### src/shared/rcab_pkg.sv
// Constants and carrier types for the receive comma aligner and elastic buffer.
// Assumes a single core clock; link clock and serial bit arrive as plain pins.
package rcab_pkg;

   // -----------------------------------------------------------------
   // Character and buffer geometry
   // -----------------------------------------------------------------
   localparam int CHAR_W      = 10;
   localparam int BUF_DEPTH   = 16;
   localparam int CC_MARGIN   = 2;
   localparam int PEEK_N      = 4;
   localparam int CTR_W       = 4;
   localparam logic [CTR_W-1:0] CTR_LAST = 4'h9;
   localparam logic [CTR_W-1:0] CTR_RST  = 4'h0;

   // -----------------------------------------------------------------
   // Reset values
   // -----------------------------------------------------------------
   localparam logic [CHAR_W-1:0] CHAR_RST = 10'h000;

   // -----------------------------------------------------------------
   // Types
   // -----------------------------------------------------------------
   typedef enum logic [1:0] {
      RCAB_ALIGN_PLUS  = 2'h0,
      RCAB_ALIGN_MINUS = 2'h1,
      RCAB_ALIGN_BOTH  = 2'h2,
      RCAB_ALIGN_USER  = 2'h3
   } rcab_align_mode_t;

   typedef struct packed {
      logic              cc_start;
      logic              cc_end;
      logic [CHAR_W-1:0] chr;
   } rcab_word_t;

   typedef struct packed {
      logic [CHAR_W-1:0] plus_char;
      logic [CHAR_W-1:0] minus_char;
      logic [CHAR_W-1:0] user_char;
   } rcab_targets_t;

   localparam int WORD_W = $bits(rcab_word_t);

endpackage : rcab_pkg

### src/hdl/rcab_elastic_fifo.sv
// Elastic buffer: FIFO whose read pointer can be moved by a signed step.
// Assumes the caller never steps past written data or over unread slots.
`timescale 1ns/1ps
module rcab_elastic_fifo #(
   parameter int WIDTH = rcab_pkg::WORD_W,
   parameter int DEPTH = rcab_pkg::BUF_DEPTH,
   parameter int PEEK  = rcab_pkg::PEEK_N
) (
   input  wire logic                          i_clk,
   input  wire logic                          i_rst_n,
   input  wire logic                          i_wr_valid,
   output logic                               o_wr_ready,
   input  wire logic [WIDTH-1:0]              i_wr_data,
   output logic                               o_rd_valid,
   input  wire logic                          i_rd_ready,
   output logic [WIDTH-1:0]                   o_rd_data,
   output logic [PEEK-1:0][WIDTH-1:0]         o_peek,
   input  wire logic                          i_adj_en,
   input  wire logic signed [$clog2(DEPTH):0] i_adj,
   output logic [$clog2(DEPTH):0]             o_level
);
   localparam int PW = $clog2(DEPTH);

   initial begin
      if (DEPTH < 8 || (1 << PW) != DEPTH || PEEK > DEPTH) begin
         $error("rcab_elastic_fifo: DEPTH must be a power of two, at least 8");
      end
   end

   logic [WIDTH-1:0] mem [DEPTH];
   logic [PW:0]      wr_ptr;
   logic [PW:0]      rd_ptr;

   assign o_level    = wr_ptr - rd_ptr;
   assign o_wr_ready = (o_level < (PW+1)'(DEPTH));
   assign o_rd_valid = (o_level != '0);
   assign o_rd_data  = mem[rd_ptr[PW-1:0]];

   always_comb begin
      for (int k = 0; k < PEEK; k++) begin
         o_peek[k] = mem[PW'(rd_ptr[PW-1:0] + PW'(k))];
      end
   end

   // -----------------------------------------------------------------
   // Write side
   // -----------------------------------------------------------------
   always_ff @(posedge i_clk) begin
      if (i_wr_valid && o_wr_ready) begin
         mem[wr_ptr[PW-1:0]] <= i_wr_data;
      end
   end

   always_ff @(posedge i_clk or negedge i_rst_n) begin
      if (!i_rst_n) begin
         wr_ptr <= '0;
      end else if (i_wr_valid && o_wr_ready) begin
         wr_ptr <= wr_ptr + 1'b1;
      end
   end

   // -----------------------------------------------------------------
   // Read side; a step replaces the plain increment
   // -----------------------------------------------------------------
   always_ff @(posedge i_clk or negedge i_rst_n) begin
      if (!i_rst_n) begin
         rd_ptr <= '0;
      end else if (i_adj_en) begin
         rd_ptr <= rd_ptr + $unsigned(i_adj);
      end else if (o_rd_valid && i_rd_ready) begin
         rd_ptr <= rd_ptr + 1'b1;
      end
   end

endmodule : rcab_elastic_fifo

### src/hdl/rcab_rx_align.sv
// Receive comma aligner, clock correction and elastic read side.
// Assumes link clock and serial bit are asynchronous pins; all else is core clock.
//
// Function
// - With detection on, compare incoming characters against up to two programmed targets.
// - On a target character, pulse comma-detected and align words to it.
// - Target already on the word boundary leaves that boundary unchanged.
// - Target off the boundary moves the boundary and pulses a separate realign output.
// - Every received bit is checked, so alignment is rechecked at each target.
// - With detection off, no alignment to any pattern happens.
// - Target selectable as positive comma, negative comma, either, or user character.
// - Buffer written on the core clock at the pace of the recovered link clock, read by the fabric side.
// - Correction holds the buffer fill around half full.
// - Writing and reading continue whatever the line carries, idles included.
// - Buffer draining: read pointer steps back to reread a repeatable sequence.
// - Repeat hold zero with two-character sequence: repeats may follow each other.
// - Buffer filling: read pointer jumps over a removable sequence, dropping it.
// - One sequence per correction; hold zero also allows skipping two in one step.
// - Sender places correction sequences in gaps; receiver recognises them.
// - Read pointer is also adjustable for channel bonding on a request in a cycle with no pop and no skip.
`timescale 1ns/1ps
module rcab_rx_align #(
   parameter int DEPTH = rcab_pkg::BUF_DEPTH
) (
   input  wire logic                          i_core_clk,
   input  wire logic                          i_reset_n,
   input  wire logic                          i_recovered_rx_clock,
   input  wire logic                          i_rx_bit,
   input  wire logic                          i_comma_en,
   input  wire logic [1:0]                    i_align_mode,
   input  wire rcab_pkg::rcab_targets_t       i_targets,
   input  wire logic [rcab_pkg::CHAR_W-1:0]   i_cc_char0,
   input  wire logic [rcab_pkg::CHAR_W-1:0]   i_cc_char1,
   input  wire logic                          i_cc_len2,
   input  wire logic                          i_correction_repeat_hold,
   input  wire logic                          i_bond_req,
   input  wire logic signed [2:0]             i_bond_delta,
   input  wire logic                          i_rx_ready,
   output logic [rcab_pkg::CHAR_W-1:0]        o_rx_data,
   output logic                               o_rx_valid,
   output logic                               o_comma_det,
   output logic                               o_realign,
   output logic                               o_aligned,
   output logic                               o_cc_repeat,
   output logic                               o_cc_skip,
   output logic                               o_bond_done,
   output logic                               o_buf_overflow,
   output logic                               o_buf_underflow,
   output logic [$clog2(DEPTH):0]             o_buf_level
);
   localparam int PW = $clog2(DEPTH);
   localparam int CW = rcab_pkg::CHAR_W;
   localparam logic [PW:0] LOW_MARK  = (PW+1)'(DEPTH/2 - rcab_pkg::CC_MARGIN);
   localparam logic [PW:0] HIGH_MARK = (PW+1)'(DEPTH/2 + rcab_pkg::CC_MARGIN);

   initial begin
      if (DEPTH < 8 || (1 << PW) != DEPTH) begin
         $error("rcab_rx_align: DEPTH must be a power of two, at least 8");
      end
   end

   typedef enum logic [1:0] {
      RD_RUN  = 2'b01,
      RD_HOLD = 2'b10
   } rcab_rd_state_t;

   // -----------------------------------------------------------------
   // Functions
   // -----------------------------------------------------------------
   function automatic logic is_target(input logic [CW-1:0] chr,
                                      input logic [1:0] mode,
                                      input rcab_pkg::rcab_targets_t t);
      logic hit;
      hit = 1'b0;
      case (mode)
         rcab_pkg::RCAB_ALIGN_PLUS:  hit = (chr == t.plus_char);
         rcab_pkg::RCAB_ALIGN_MINUS: hit = (chr == t.minus_char);
         rcab_pkg::RCAB_ALIGN_BOTH:  hit = (chr == t.plus_char) || (chr == t.minus_char);
         rcab_pkg::RCAB_ALIGN_USER:  hit = (chr == t.user_char);
         default:                    hit = 1'b0;
      endcase
      return hit;
   endfunction : is_target

   function automatic logic seq_at(input rcab_pkg::rcab_word_t first,
                                   input rcab_pkg::rcab_word_t last);
      return first.cc_start && last.cc_end;
   endfunction : seq_at

   // -----------------------------------------------------------------
   // Reset release
   // -----------------------------------------------------------------
   logic rst_meta;
   logic rst_n;

   always_ff @(posedge i_core_clk or negedge i_reset_n) begin
      if (!i_reset_n) begin
         rst_meta <= 1'b0;
         rst_n    <= 1'b0;
      end else begin
         rst_meta <= 1'b1;
         rst_n    <= rst_meta;
      end
   end

   // -----------------------------------------------------------------
   // Pin synchronisers and link clock edge
   // -----------------------------------------------------------------
   // Both pins take the same depth so the bit keeps its place against the edge
   logic lclk_meta;
   logic lclk_sync;
   logic lclk_prev;
   logic bit_meta;
   logic bit_sync;
   logic link_tick;

   always_ff @(posedge i_core_clk or negedge rst_n) begin
      if (!rst_n) begin
         lclk_meta <= 1'b0;
         lclk_sync <= 1'b0;
         lclk_prev <= 1'b0;
         bit_meta  <= 1'b0;
         bit_sync  <= 1'b0;
      end else begin
         lclk_meta <= i_recovered_rx_clock;
         lclk_sync <= lclk_meta;
         lclk_prev <= lclk_sync;
         bit_meta  <= i_rx_bit;
         bit_sync  <= bit_meta;
      end
   end

   assign link_tick = lclk_sync && !lclk_prev;

   // -----------------------------------------------------------------
   // Deserialiser and word alignment
   // -----------------------------------------------------------------
   logic [CW-1:0]             shift;
   logic [CW-1:0]             next_shift;
   logic [rcab_pkg::CTR_W-1:0] bit_ctr;
   logic                      hit;
   logic                      word_stb;
   logic [CW-1:0]             word_chr;

   assign next_shift = {bit_sync, shift[CW-1:1]};
   assign hit        = i_comma_en && is_target(next_shift, i_align_mode, i_targets);

   always_ff @(posedge i_core_clk or negedge rst_n) begin
      if (!rst_n) begin
         shift <= rcab_pkg::CHAR_RST;
      end else if (link_tick) begin
         shift <= next_shift;
      end
   end

   always_ff @(posedge i_core_clk or negedge rst_n) begin
      if (!rst_n) begin
         bit_ctr     <= rcab_pkg::CTR_RST;
         word_stb    <= 1'b0;
         word_chr    <= rcab_pkg::CHAR_RST;
         o_comma_det <= 1'b0;
         o_realign   <= 1'b0;
      end else begin
         word_stb    <= 1'b0;
         o_comma_det <= 1'b0;
         o_realign   <= 1'b0;
         if (link_tick) begin
            // Each new bit closes a candidate character, so every target is seen
            o_comma_det <= hit;
            if (bit_ctr == rcab_pkg::CTR_LAST) begin
               word_stb <= 1'b1;
               word_chr <= next_shift;
               bit_ctr  <= rcab_pkg::CTR_RST;
            end else if (hit) begin
               word_stb  <= 1'b1;
               word_chr  <= next_shift;
               bit_ctr   <= rcab_pkg::CTR_RST;
               o_realign <= 1'b1;
            end else begin
               bit_ctr <= bit_ctr + 1'b1;
            end
         end
      end
   end

   always_ff @(posedge i_core_clk or negedge rst_n) begin
      if (!rst_n) begin
         o_aligned <= 1'b0;
      end else if (!i_comma_en) begin
         o_aligned <= 1'b0;
      end else if (link_tick && hit) begin
         o_aligned <= 1'b1;
      end
   end

   // -----------------------------------------------------------------
   // Correction sequence marking on the write side
   // -----------------------------------------------------------------
   logic                 prev_char0;
   logic                 m0;
   logic                 m1;
   rcab_pkg::rcab_word_t wr_word;

   assign m0 = (word_chr == i_cc_char0);
   assign m1 = (word_chr == i_cc_char1);

   always_comb begin
      wr_word.chr      = word_chr;
      wr_word.cc_start = m0;
      wr_word.cc_end   = i_cc_len2 ? (prev_char0 && m1) : m0;
   end

   always_ff @(posedge i_core_clk or negedge rst_n) begin
      if (!rst_n) begin
         prev_char0 <= 1'b0;
      end else if (word_stb) begin
         prev_char0 <= m0;
      end
   end

   // -----------------------------------------------------------------
   // Elastic buffer
   // -----------------------------------------------------------------
   logic                                    fifo_wr_ready;
   logic                                    fifo_valid;
   logic                                    fifo_pop;
   logic [rcab_pkg::WORD_W-1:0]             fifo_data;
   logic [rcab_pkg::PEEK_N-1:0][rcab_pkg::WORD_W-1:0] peek;
   logic                                    adj_en;
   logic signed [PW:0]                      adj;
   logic [PW:0]                             level;

   // Written every character, idle or payload alike
   rcab_elastic_fifo #(
      .WIDTH (rcab_pkg::WORD_W),
      .DEPTH (DEPTH),
      .PEEK  (rcab_pkg::PEEK_N)
   ) u_fifo (
      .i_clk      (i_core_clk),
      .i_rst_n    (rst_n),
      .i_wr_valid (word_stb),
      .o_wr_ready (fifo_wr_ready),
      .i_wr_data  (wr_word),
      .o_rd_valid (fifo_valid),
      .i_rd_ready (fifo_pop),
      .o_rd_data  (fifo_data),
      .o_peek     (peek),
      .i_adj_en   (adj_en),
      .i_adj      (adj),
      .o_level    (level)
   );

   // -----------------------------------------------------------------
   // Clock correction and bonding decision
   // -----------------------------------------------------------------
   rcab_rd_state_t       rd_state;
   rcab_pkg::rcab_word_t head;
   rcab_pkg::rcab_word_t pk [rcab_pkg::PEEK_N];
   logic                 out_free;
   logic                 pop_ok;
   logic                 do_skip;
   logic                 do_skip2;
   logic                 do_repeat;
   logic                 do_bond;
   logic [PW:0]          seq_len;

   always_comb begin
      for (int k = 0; k < rcab_pkg::PEEK_N; k++) begin
         pk[k] = peek[k];
      end
   end

   assign head     = fifo_data;
   assign seq_len  = i_cc_len2 ? (PW+1)'(2) : (PW+1)'(1);
   assign out_free = !o_rx_valid || i_rx_ready;
   assign pop_ok   = out_free && fifo_valid;

   // Thresholds sit either side of half full; a skip needs the whole sequence present
   always_comb begin
      do_skip  = 1'b0;
      do_skip2 = 1'b0;
      if (rd_state == RD_RUN && level > HIGH_MARK) begin
         if (i_cc_len2) begin
            do_skip  = seq_at(pk[0], pk[1]);
            do_skip2 = do_skip && !i_correction_repeat_hold && seq_at(pk[2], pk[3]);
         end else begin
            do_skip  = seq_at(pk[0], pk[0]);
            do_skip2 = do_skip && !i_correction_repeat_hold && seq_at(pk[1], pk[1]);
         end
      end
   end

   // Repeat only while well below half full, so rewound slots are never overwritten
   assign do_repeat = pop_ok && !do_skip && head.cc_end && level < LOW_MARK
                      && rd_state == RD_RUN;
   assign do_bond   = i_bond_req && !do_skip && !pop_ok;
   assign fifo_pop  = pop_ok && !do_skip;

   always_comb begin
      adj_en = 1'b0;
      adj    = '0;
      if (do_skip) begin
         adj_en = 1'b1;
         adj    = do_skip2 ? $signed(seq_len << 1) : $signed(seq_len);
      end else if (do_repeat) begin
         adj_en = 1'b1;
         adj    = $signed((PW+1)'(1) - seq_len);
      end else if (do_bond) begin
         adj_en = 1'b1;
         adj    = (PW+1)'(i_bond_delta);
      end
   end

   // Hold set: one correction, then wait for a word outside any sequence
   always_ff @(posedge i_core_clk or negedge rst_n) begin
      if (!rst_n) begin
         rd_state <= RD_RUN;
      end else begin
         case (rd_state)
            RD_RUN: begin
               if ((do_skip || do_repeat) && i_correction_repeat_hold) begin
                  rd_state <= RD_HOLD;
               end
            end
            RD_HOLD: begin
               if (fifo_pop && !head.cc_start && !head.cc_end) begin
                  rd_state <= RD_RUN;
               end
            end
            default: rd_state <= RD_RUN;
         endcase
      end
   end

   // -----------------------------------------------------------------
   // Output stage
   // -----------------------------------------------------------------
   always_ff @(posedge i_core_clk or negedge rst_n) begin
      if (!rst_n) begin
         o_rx_data  <= rcab_pkg::CHAR_RST;
         o_rx_valid <= 1'b0;
      end else if (out_free) begin
         o_rx_valid <= fifo_pop;
         if (fifo_pop) begin
            o_rx_data <= head.chr;
         end
      end
   end

   always_ff @(posedge i_core_clk or negedge rst_n) begin
      if (!rst_n) begin
         o_cc_repeat     <= 1'b0;
         o_cc_skip       <= 1'b0;
         o_bond_done     <= 1'b0;
         o_buf_overflow  <= 1'b0;
         o_buf_underflow <= 1'b0;
         o_buf_level     <= '0;
      end else begin
         o_cc_repeat     <= do_repeat;
         o_cc_skip       <= do_skip;
         o_bond_done     <= do_bond;
         o_buf_overflow  <= word_stb && !fifo_wr_ready;
         o_buf_underflow <= out_free && !fifo_valid;
         o_buf_level     <= level;
      end
   end

endmodule : rcab_rx_align

### config.mk
export PLATFORM = sky130hd
export DESIGN_NAME = rcab_rx_align
export DESIGN_NICKNAME = d
export VERILOG_FILES = /design/src/shared/rcab_pkg.sv /design/src/hdl/rcab_elastic_fifo.sv /design/src/hdl/rcab_rx_align.sv
export SDC_FILE = /design/constraint.sdc
export NUM_CORES = 1
export LEC_CHECK = 0
export BUFFER_PORTS_ARGS = -buffer_cell sky130_fd_sc_hd__buf_2
export CAP_MARGIN = 10
export CELL_PAD_IN_SITES_DETAIL_PLACEMENT = 0
export CELL_PAD_IN_SITES_GLOBAL_PLACEMENT = 2
export CORE_ASPECT_RATIO = 1.5
export CORE_MARGIN = 3
export CORE_UTILIZATION = 45
export DETAILED_ROUTE_END_ITERATION = 7
export GPL_TIMING_DRIVEN = 0
export PLACE_DENSITY_LB_ADDON = 0.1
export SYNTH_ARGS = -nofsm -noshare
export SYNTH_HDL_FRONTEND = slang
export SYNTH_SLANG_ARGS = --single-unit
### constraint.sdc
create_clock -name i_core_clk -period 2.5 [get_ports i_core_clk]
set_input_delay 0.5 -clock i_core_clk [delete_from_list [all_inputs] [get_ports i_core_clk]]
set_output_delay 0.5 -clock i_core_clk [all_outputs]
set_load 0.005 [all_outputs]
==> results of run 1 <==
## metal layers
layer	GRT usage	up-vias	wire, µm
met5	0	-	0
met4	0.0811	0	1230
met3	0.0264	62	1320
met2	0.413	208	17100
met1	0.241	3528	10900
li1	-	3087	-
## cell usage after synthesis (9+ instances only)
library cell | n | area, µm²
edfxtp_1 | 192 | 5770
dfrtp_1 | 67 | 1680
nand2_1 | 45 | 169
mux4_2 | 43 | 968
xnor2_1 | 33 | 289
mux4_1 | 30 | 788
xor2_1 | 30 | 263
inv_1 | 26 | 97.6
nor2_1 | 22 | 82.6
ha_1 | 20 | 250
clkbuf_1 | 12 | 45.0
o21ai_0 | 11 | 55.1
mux2_1 | 10 | 113
nor4_1 | 10 | 62.6
mux2i_1 | 9 | 90.1
nand3_1 | 9 | 45.0
## stage by stage
| stage | total power, W | cells | hold slack [ns] |
|---|---|---|---|
| CTS | 0.0183 | 1204 | 0.0636 |
| global route | 0.0197 | 1228 | 0.0573 |
| floorplan | 0.0113 | 698 | 0.204 |
| finish | 0.0187 | 1228 | 0.0806 |
| global placement | 0.0131 | 1118 | 0.284 |
| detailed placement | 0.0133 | 1119 | 0.177 |
## path summary, 6_finish.rpt
check	start	end	slack, ns	cells past startpoint
min in group asynchronous	rst_n	o_buf_level[4]	0.18	0
setup reg to reg	u_fifo.rd_ptr[1]	u_fifo.rd_ptr[4]	-1.93	22
hold reg to reg	rst_n	o_buf_level[4]	0.18	0
setup / recovery	u_fifo.rd_ptr[1]	u_fifo.rd_ptr[4]	-1.93	22
hold / removal	i_recovered_rx_clock	lclk_meta	0.08	1
max in group asynchronous	rst_n	word_chr[3]	1.74	1
## power by group
part	switching, W	leakage [nW]	internal, W
logic	0.00402	2.58	0.00444
clock network	0.00164	0.434	0.00250
registers	0.000715	2.53	0.00544
total	0.00637	5.55	0.0124
## layout make-up
cell class	count	area, µm²	share of cell area
clock inverter	20	277	0.0184
sequential	260	7490	0.500
inverter	26	108	0.00718
timing repair buffer	145	1090	0.0727
buffer	33	347	0.0231
clock buffer	26	639	0.0427
antenna	2	5.00	0.000334
tap	333	417	0.0278
multi-input combinational	383	4620	0.308
## layout by cell type (no fill, tap or decap), drive strengths merged, types with 9 or more instances in the layout
cell,instances
and2,12
buf,162
clkbuf,39
clkinv,9
dfrtp,67
edfxtp,192
ha,20
inv,25
mux2,25
mux2i,9
mux4,74
nand2,45
nand3,9
nor2,23
nor4,11
o21ai,11
xnor2,33
xor2,31
## repair_timing
action	in CTS	in global routing
pin swaps	27	23
setup buffers	33	21
endpoints found under the setup margin	245	246
gates cloned	5	0
hold buffers	1	0
hold endpoints to repair	2	0
resized for setup	57	21
## registers in the layout, summed over array words and instances (netlist names), 2 cells and up
name           cells
rd_state           2
o_buf_level        5
u_fifo.mem       192
bit_ctr            4
u_fifo.rd_ptr      5
word_chr          10
shift              9
u_fifo.wr_ptr      5
o_rx_data         10
## kinds of logic (layout without fill, tap and decap cells)
| group | count (synthesis) | after routing | share of synthesized area |
|---|---|---|---|
| AOI/OAI and AO/OA | 51 | 51 | 0.0324 |
| other | 1 | 3 | 0.000312 |
| adders and majority gates | 22 | 22 | 0.0242 |
| xor gates and xnor gates | 64 | 64 | 0.0473 |
| DFF | 260 | 260 | 0.622 |
| buffers and inverters | 59 | 250 | 0.0326 |
| and+or+nand+nor | 133 | 137 | 0.0595 |
| muxes | 108 | 108 | 0.182 |
==> out/results.txt, run 1 <==
clock buffer depth - 3
final number of setup-violating endpoints - 229
power density cells - 1250 mW/mm²
Arrival @ worst endpoint - 4.88 ns
crit-path leading delay family - adder cells
Avg Cell Area, Syn - 17.2 µm²
peak supply drop - 0.885 mV
Layout Area Growth over Synthesis - 24.9%
asr flop ratio synth - 0.262
layout cells sized above 1 - 0.406
WL/cell - 24.9 µm
status - complete, but fails checks
Syn Nets - 784
DRT antenna net count - 0
RSZ-0062 raised after global routing - yes
crit path cell chain - buf_8 > buf_12 > clkinvlp_4 > buf_12 > fa_2 > xor2_2 > a21oi_2 > and3b_1 > o2111a_2 > or4b_4 > ha_4 > mux2_4 > ha_4 > inv_2 > fa_2 > nor2b_2 > o21ai_2 > nor2b_4 > xnor2_2 > mux2i_1 > a211oi_2 > xnor2_1
failing checks - negative setup slack
routability cong. - 0.785
Slew @ Worst Pin - 1.01 ns
relative slew slack - 0.325
wire length of the first global-routing pass - 45.8 mm
CP max FO - 4
design area - 0.0150 mm²
vias in the first global route - 7,429
Crit-path slowest cell - or4b_4
Finished Core Util - 0.576
clock latency on the worst-skew pair - 0.54 ns
Seq cells post-synth - 260
CTS tree - built
Critical Path RT - 2.95 ns
minimum clock period - 4.43 ns
clock sink total - 260
Crit path largest cell delay - 0.50 ns
worst path buffer plus inverter count - 5
root buf cell - clkbuf_16
all-layer global routing usage - 0.214
crit share post-route - 1.77
startpoint types - flop
Die ar. - 0.0287 mm²
Max-Cap Viols - 0
post-placement cell area - 0.0132 mm²
Port Buffers - 87
Final #Nets - 960
Hold Path Class - input port to flop
Vias/cell - 5.61
dpl ws - -2.45 ns
DRC Markers - 0
Starting Density - 0.461
placed wire-length estimate - 20.0 mm
DIE WIDTH - 139 µm
PnR worst setup slack - -1.93 ns
CTS HTree Levels - 1
clk slew on worst S/H paths - 0.06 ns
total grt overflow - 0
drt total wl - 30.6 mm
Lkg Pwr - 5.55 nW
1st-iter DRT viols - 445
# IOs - 88
Final TNS setup - -95.71 ns
Post-synth EDFFs - 192
total vias in the final route - 6,885
Fmax - 226 MHz
initial antenna violation count - 2
Inserted Clock Buffers - 25
cells after synthesis - 698
core footprint - 0.0260 mm²
Synth Cell Area - 0.0120 mm²
die height - 206 µm
clk_skew - 0.0180 ns
FILL cells - 1,982
row count - 72
First-pass DRT Iterations - 5
sequential area share after synthesis - 0.622
critical path capture point type - flop
max-slew violations - 0
Ys Warns - 0
pin count of the biggest net entering global routing - 55
Final Hold Fails - 0
synth unique cells - 73
Most used DFF post-synth - edfxtp_1
kind of critical path - flop to flop
No activity file was read; power rests on OpenSTA's default activity.
==> run 2: changes to the inputs <==
- SETUP_SLACK_MARGIN: default -> 0.5
==> run 2 against run 1 <==
  * The flow still finishes with violations (negative setup slack)
  * Total power decreased by 2.0%
  * Flip-flop and latch count stayed put
  * Clock skew down 0.0078 ns
  * First-iteration DRC count down 23%
  * Clock power shrank 15%
  * Cell area is 1.3% higher
  * Setup slack got worse by 0.060 ns
  * Cell count grew 0.73%
  * Maximum frequency fell by 1.3%
  * Critical path type unchanged
  * Largest power group unchanged
==> out/results.txt, run 2 (synthesis gave the netlist of run 1 again) <==
Reg2Reg Depth - 23 (was 22)
power density cells - 1210 mW/mm² (was 1250 mW/mm²)
clock buffer depth - 3 (unchanged)
wire length of the first global-routing pass - 44.4 mm (was 45.8 mm)
CP endpoint - u_fifo.rd_ptr[4] (unchanged)
status - complete, but fails checks (unchanged)
most common cell after layout, fill and taps aside - edfxtp_1 (unchanged)
routability cong. - 0.778 (was 0.785)
Final #Nets - 970 (was 960)
max reg flops - 192 (unchanged)
Layout Area Growth over Synthesis - 26.5% (was 24.9%)
Max-Cap Viols - 0 (unchanged)
dpl ws - -2.45 ns (about the same)
Finished Core Util - 0.583 (was 0.576)
CTS tree - built (unchanged)
startpoint types - flop (unchanged)
row count - 72 (unchanged)
critical path capture point type - flop (unchanged)
Slew @ Worst Pin - 0.949 ns (was 1.01 ns)
Worst Setup SP - u_fifo.rd_ptr[1] (unchanged)
Lkg Pwr - 5.62 nW (was 5.55 nW)
core footprint - 0.0260 mm² (unchanged)
drt total wl - 30.7 mm (was 30.6 mm)
DRC Markers - 0 (unchanged)
minimum clock period - 4.49 ns (was 4.43 ns)
Die ar. - 0.0287 mm² (unchanged)
relative slew slack - 0.363 (was 0.325)
CP max FO - 7 (was 4)
total grt overflow - 0 (unchanged)
clock latency on the worst-skew pair - 0.54 ns (about the same)
RSZ-0062 raised after global routing - yes (unchanged)
reg2reg setup slack - -1.99 ns (was -1.93 ns)
Inserted Clock Buffers - 25 (unchanged)
CTS HTree Levels - 1 (unchanged)
# IOs - 88 (unchanged)
DRT antenna net count - 0 (unchanged)
Arrival @ worst endpoint - 4.95 ns (was 4.88 ns)
Metal-1 WL - 11.1 mm (was 10.9 mm)
initial antenna violation count - 1 (was 2)
Starting Density - 0.461 (unchanged)
Hold Path Class - input port to flop (unchanged)
Seq. cell area - 0.00749 mm² (unchanged)
footprint of the multi-input gates - 0.00470 mm² (was 0.00462 mm²)
R2R Path End - u_fifo.rd_ptr[4] (unchanged)
Vias/cell - 5.57 (was 5.61)
FILL cells - 2,027 (was 1,982)
all-layer global routing usage - 0.209 (was 0.214)
failing checks - negative setup slack (unchanged)
layout cells sized above 1 - 0.436 (was 0.406)
max-slew violations - 0 (unchanged)
Fmax - 223 MHz (was 226 MHz)
Critical Path RT - 2.96 ns (was 2.95 ns)
WL/cell - 24.8 µm (was 24.9 µm)
DR WL met2 - 17.6 mm (was 17.1 mm)
non-filler cells, final - 1,237 (was 1,228)
die height - 206 µm (unchanged)
Reg-to-Reg Start - u_fifo.rd_ptr[1] (unchanged)
root buf cell - clkbuf_16 (unchanged)
DR WL met3 - 1.01 mm (was 1.32 mm)
Port Buffers - 87 (unchanged)
placed wire-length estimate - 19.7 mm (was 20.0 mm)
crit share post-route - 1.80 (was 1.77)
First-pass DRT Iterations - 4 (was 5)
pin count of the biggest net entering global routing - 56 (was 55)
Final Hold Fails - 0 (unchanged)
kind of critical path - flop to flop (unchanged)
total vias in the final route - 6,886 (was 6,885)
DR top layer - met4 (unchanged)
DIE WIDTH - 139 µm (unchanged)
final number of setup-violating endpoints - 219 (was 229)
clock sink total - 260 (unchanged)
peak supply drop - 1.15 mV (was 0.885 mV)
clk slew on worst S/H paths - 0.06 ns (about the same)
Final TNS setup - -68.77 ns (was -95.71 ns)
most frequent cells in the layout - edfxtp_1, buf_2, dfrtp_1 (unchanged)
placed cells - 1,119 (unchanged)
1st-iter DRT viols - 343 (was 445)
vias in the first global route - 7,321 (was 7,429)
clk_skew - 0.0102 ns (was 0.0180 ns)
PnR worst setup slack - -1.99 ns (was -1.93 ns)
==> run 2: layout make-up <==
type,count,share of cell area
inverter,26,0.00709
multi-input combinational,383,0.310
clock inverter,12,0.00618
clock buffer,34,0.0441
antenna,1,0.000165
timing repair buffer,155,0.0844
sequential,260,0.493
tap,333,0.0274
buffer,33,0.0278
==> run 2: how the worst min path moves through the flow <==
stage,from,end,slack [ns],cells past startpoint
global placement,i_reset_n,rst_meta,0.28,1
detailed placement,rst_n,o_buf_level[4],0.17,0
CTS,i_recovered_rx_clock,lclk_meta,0.04,1
global route,i_rx_bit,bit_meta,0.04,1
finish,i_rx_bit,bit_meta,0.07,1
floorplan,i_reset_n,rst_meta,0.20,0
==> run 2: per-stage QoR <==
stage	hold WS (ns)	total power [W]	instance area (µm²)
floorplan	0.204	0.0115	12400
global placement	0.285	0.0133	13200
detailed placement	0.169	0.0134	13300
CTS	0.0383	0.0177	14500
global route	0.0439	0.0193	15200
finish	0.0664	0.0184	15200
==> run 2: repair_timing <==
item,CTS,global route
resized for setup,41,70
endpoints found under the hold margin,2,0
setup buffers,27,35
pin swaps,24,42
gates cloned,1,7
setup endpoints to repair,273,272
hold buffers,1,0
==> run 2: report_power, final <==
group | internal [W] | leakage (nW) | switching (W) | total (W)
clock | 0.00191 | 0.369 | 0.00161 | 0.00352
sequential | 0.00544 | 2.53 | 0.000696 | 0.00614
combinational | 0.00469 | 2.72 | 0.00403 | 0.00872
total | 0.0120 | 5.62 | 0.00634 | 0.0184
==> run 2: critical path, stage by stage (launching register included) <==
cell        delay (ns)
dfrtp_2           0.41
buf_8             0.12
buf_12            0.09
clkinvlp_4        0.18
ha_4              0.29
clkbuf_16         0.16
buf_12            0.13
mux4_4            0.26
mux2i_1           0.09
a21oi_2           0.16
a31oi_2           0.11
or4b_4            0.57
ha_4              0.18
mux2_4            0.28
ha_4              0.17
inv_2             0.05
fa_2              0.18
nor2b_1           0.05
o21ai_1           0.17
nor2b_4           0.22
xnor2_2           0.12
mux2i_1           0.10
a211oi_2          0.18
xnor2_1           0.14
==> run 2: per-layer routing <==
metal	vias to the layer above	global-route usage
met3	47	0.0257
li1	3095	-
met1	3613	0.229
met4	0	0.0808
met5	-	0
met2	131	0.406
==> run 3: changes to the inputs <==
- CORE_MARGIN: 3 -> 2
- SLEW_MARGIN: default -> 20
==> run 3 against run 2 <==
  * The flow still finishes with violations (negative setup slack)
  * Clock power rose by 12%
  * Maximum frequency rose by 0.43%
  * Critical endpoint unchanged
  * Setup slack improved by 0.019 ns
  * Largest power group unchanged
  * Cell count rose by 2.1%
  * Largest cell class unchanged
  * Core utilization rose by 0.59 points
  * Critical path type unchanged
  * Combinational power rose by 3.1%
==> out/results.txt, run 3 (synthesis gave the netlist of run 1 again) <==
status - complete, but fails checks (unchanged)
failing checks - negative setup slack (unchanged)
Switch Pwr - 0.00658 W (was 0.00634 W)
crit share post-route - 1.79 (was 1.80)
net switching fraction of the power - 0.344 (was 0.345)
Final Hold Fails - 0 (unchanged)
all-layer global routing usage - 0.233 (was 0.209)
Port Buffers - 87 (unchanged)
minimum clock period - 4.47 ns (was 4.49 ns)
kind of critical path - flop to flop (unchanged)
RSZ-0062 raised after global routing - yes (unchanged)
crit path cell chain - buf_8 > buf_12 > clkinvlp_4 > ha_4 > clkbuf_16 > mux4_2 > mux2i_4 > a211oi_2 > a31oi_4 > or4b_4 > ha_4 > mux2_4 > ha_4 > inv_2 > fa_2 > nor2b_2 > o21ai_2 > nor2b_4 > xnor2_1 > mux2i_1 > a211oi_2 > xnor2_1 (was buf_8 > buf_12 > clkinvlp_4 > ha_4 > clkbuf_16 > buf_12 > mux4_4 > mux2i_1 > a21oi_2 > a31oi_2 > or4b_4 > ha_4 > mux2_4 > ha_4 > inv_2 > fa_2 > nor2b_1 > o21ai_1 > nor2b_4 > xnor2_2 > mux2i_1 > a211oi_2 > xnor2_1)
Arrival @ worst endpoint - 4.93 ns (was 4.95 ns)
max-slew violations - 0 (unchanged)
hold path depth - 1 (unchanged)
CTS tree - built (unchanged)
Vias/cell - 5.56 (was 5.57)
Final #Nets - 992 (was 970)
Lkg Pwr - 5.81 nW (was 5.62 nW)
core footprint - 0.0264 mm² (was 0.0260 mm²)
non-filler cells, final - 1,263 (was 1,237)
Starting Density - 0.455 (was 0.461)
critical path capture point type - flop (unchanged)
CP max FO - 5 (was 7)
die height - 204 µm (was 206 µm)
Max-Cap Viols - 0 (unchanged)
startpoint types - flop (unchanged)
dpl ws - -2.48 ns (was -2.45 ns)
design area - 0.0156 mm² (was 0.0152 mm²)
routability cong. - 0.784 (was 0.778)
Die ar. - 0.0280 mm² (was 0.0287 mm²)
relative slew slack - 0.403 (was 0.363)
hold path endpoint - lclk_meta (was bit_meta)
Seq pwr share - 0.324 (was 0.334)
1st-iter DRT viols - 471 (was 343)
row count - 73 (was 72)
Finished Core Util - 0.589 (was 0.583)
clk slew on worst S/H paths - 0.06 ns (about the same)
root buf cell - clkbuf_16 (unchanged)
Layout Area Growth over Synthesis - 29.6% (was 26.5%)
First-pass DRT Iterations - 5 (was 4)
Clock Power Share - 0.206 (was 0.192)
clock buffer depth - 3 (unchanged)
R2R Path End - u_fifo.rd_ptr[4] (unchanged)
max reg flops - 192 (unchanged)
layout cells sized above 1 - 0.471 (was 0.436)
HP Start - i_recovered_rx_clock (was i_rx_bit)
most frequent cells in the layout - edfxtp_1, buf_2, dfrtp_1 (unchanged)
Final Hold Slack - 0.0715 ns (was 0.0664 ns)
Fmax - 224 MHz (was 223 MHz)
DIE WIDTH - 137 µm (was 139 µm)
placed cells - 1,127 (was 1,119)
wire length of the first global-routing pass - 46.8 mm (was 44.4 mm)
DRT antenna net count - 0 (unchanged)
Reg-to-Reg Start - u_fifo.rd_ptr[1] (unchanged)
WL/cell - 25.2 µm (was 24.8 µm)
Hold Path Class - input port to flop (unchanged)
PnR worst setup slack - -1.97 ns (was -1.99 ns)
total grt overflow - 0 (unchanged)
final number of setup-violating endpoints - 219 (unchanged)
peak supply drop - 1.06 mV (was 1.15 mV)
CTS HTree Levels - 1 (unchanged)
initial antenna violation count - 0 (was 1)
Int Pwr - 0.0125 W (was 0.0120 W)
reg2reg setup slack - -1.97 ns (was -1.99 ns)
placed wire-length estimate - 20.5 mm (was 19.7 mm)
Crit path largest cell delay - 0.56 ns (was 0.57 ns)
clock sink total - 260 (unchanged)
diode count - 0 (was 1)
vias in the first global route - 7,696 (was 7,321)
Comb pwr share - 0.470 (was 0.475)
post-placement cell area - 0.0133 mm² (about the same)
Critical Path RT - 2.95 ns (was 2.96 ns)
crit-path most repeated cell - ha_4 (unchanged)
DRC Markers - 0 (unchanged)
power density cells - 1230 mW/mm² (was 1210 mW/mm²)
Crit-path slowest cell - or4b_4 (unchanged)
drt total wl - 31.9 mm (was 30.7 mm)
Slew @ Worst Pin - 0.895 ns (was 0.949 ns)
Reg2Reg Depth - 22 (was 23)
most common cell after layout, fill and taps aside - edfxtp_1 (unchanged)
clock latency on the worst-skew pair - 0.54 ns (about the same)
clk_skew - 0.00917 ns (was 0.0102 ns)
Inserted Clock Buffers - 26 (was 25)
pin count of the biggest net entering global routing - 39 (was 56)
total vias in the final route - 7,023 (was 6,886)
# IOs - 88 (unchanged)
-- run 3: cell types whose count changed in the layout (fill, tap and decap cells not counted), moves of 4 or more --
cell	delta
o21ai_0	-6
buf_12	-7
dfrtp_2	-4
buf_6	+26
dfrtp_4	+4
clkbuf_8	+6
buf_8	+4
-- run 3: area by class of cell --
type,instances,area [µm²]
Timing Repair Buffer,176,1430
Multi-Input combinational cell,383,4820
Clock buffer,37,752
Fill cell,2017,10800
Sequential cell,260,7500
Tap cell,337,422
Clock inverter,11,121
Inverter,26,108
Buffer,33,400
-- run 3: metal layers --
metal,track usage,share of wire
met1,0.269,0.36
met2,0.429,0.55
met3,0.0320,0.047
met4,0.0946,0.045
met5,0,0
-- run 3: how the worst max path moves through the flow --
| stage | from | to | slack (ns) | cells after the start |
|---|---|---|---|---|
| 2_1_floorplan | u_fifo.rd_ptr[1] | u_fifo.rd_ptr[4] | -1.69 | 22 |
| 3_3_place_gp | u_fifo.rd_ptr[1] | u_fifo.rd_ptr[4] | -2.40 | 22 |
| 3_5_place_dp | u_fifo.rd_ptr[1] | u_fifo.rd_ptr[4] | -2.48 | 22 |
| 4_1_cts | u_fifo.rd_ptr[1] | u_fifo.rd_ptr[4] | -2.09 | 22 |
| 5_1_grt | u_fifo.rd_ptr[1] | u_fifo.rd_ptr[4] | -2.12 | 22 |
| 6_report | u_fifo.rd_ptr[1] | u_fifo.rd_ptr[4] | -1.97 | 22 |
-- run 3: stage by stage --
step,setup TNS [ns],total power (W)
after global placement,-189.99,0.0133
after CTS,-123.88,0.0186
after floorplan,-28.43,0.0115
after detailed placement,-186.52,0.0135
final,-130.66,0.0191
after global routing,-152.52,0.0200
-- run 3: timing repair --
action	CTS	global route
setup endpoints to repair	273	257
endpoints found under the hold margin	2	0
buffers inserted	54	27
pin swaps	40	32
hold buffers	1	0
cloned	5	1
gates resized for setup	93	60
-- run 3: power groups by stage --
stage,registers [W],clock network [W],logic [W]
detailed placement,0.00627,0,0.00719
finish,0.00619,0.00393,0.00899
global placement,0.00621,0,0.00706
CTS,0.00618,0.00399,0.00838
global route,0.00628,0.00418,0.00956
floorplan,0.00596,0,0.00549
-- run 3: critical path: cells and delay by family (launching register included) --
kind	cells	cell delay (ns)
flops	1	0.42
fa+ha+maj	4	0.83
compound gates	4	0.62
simple gates	3	0.81
buf+inv	5	0.62
mux	4	0.82
xor+xnor	2	0.27
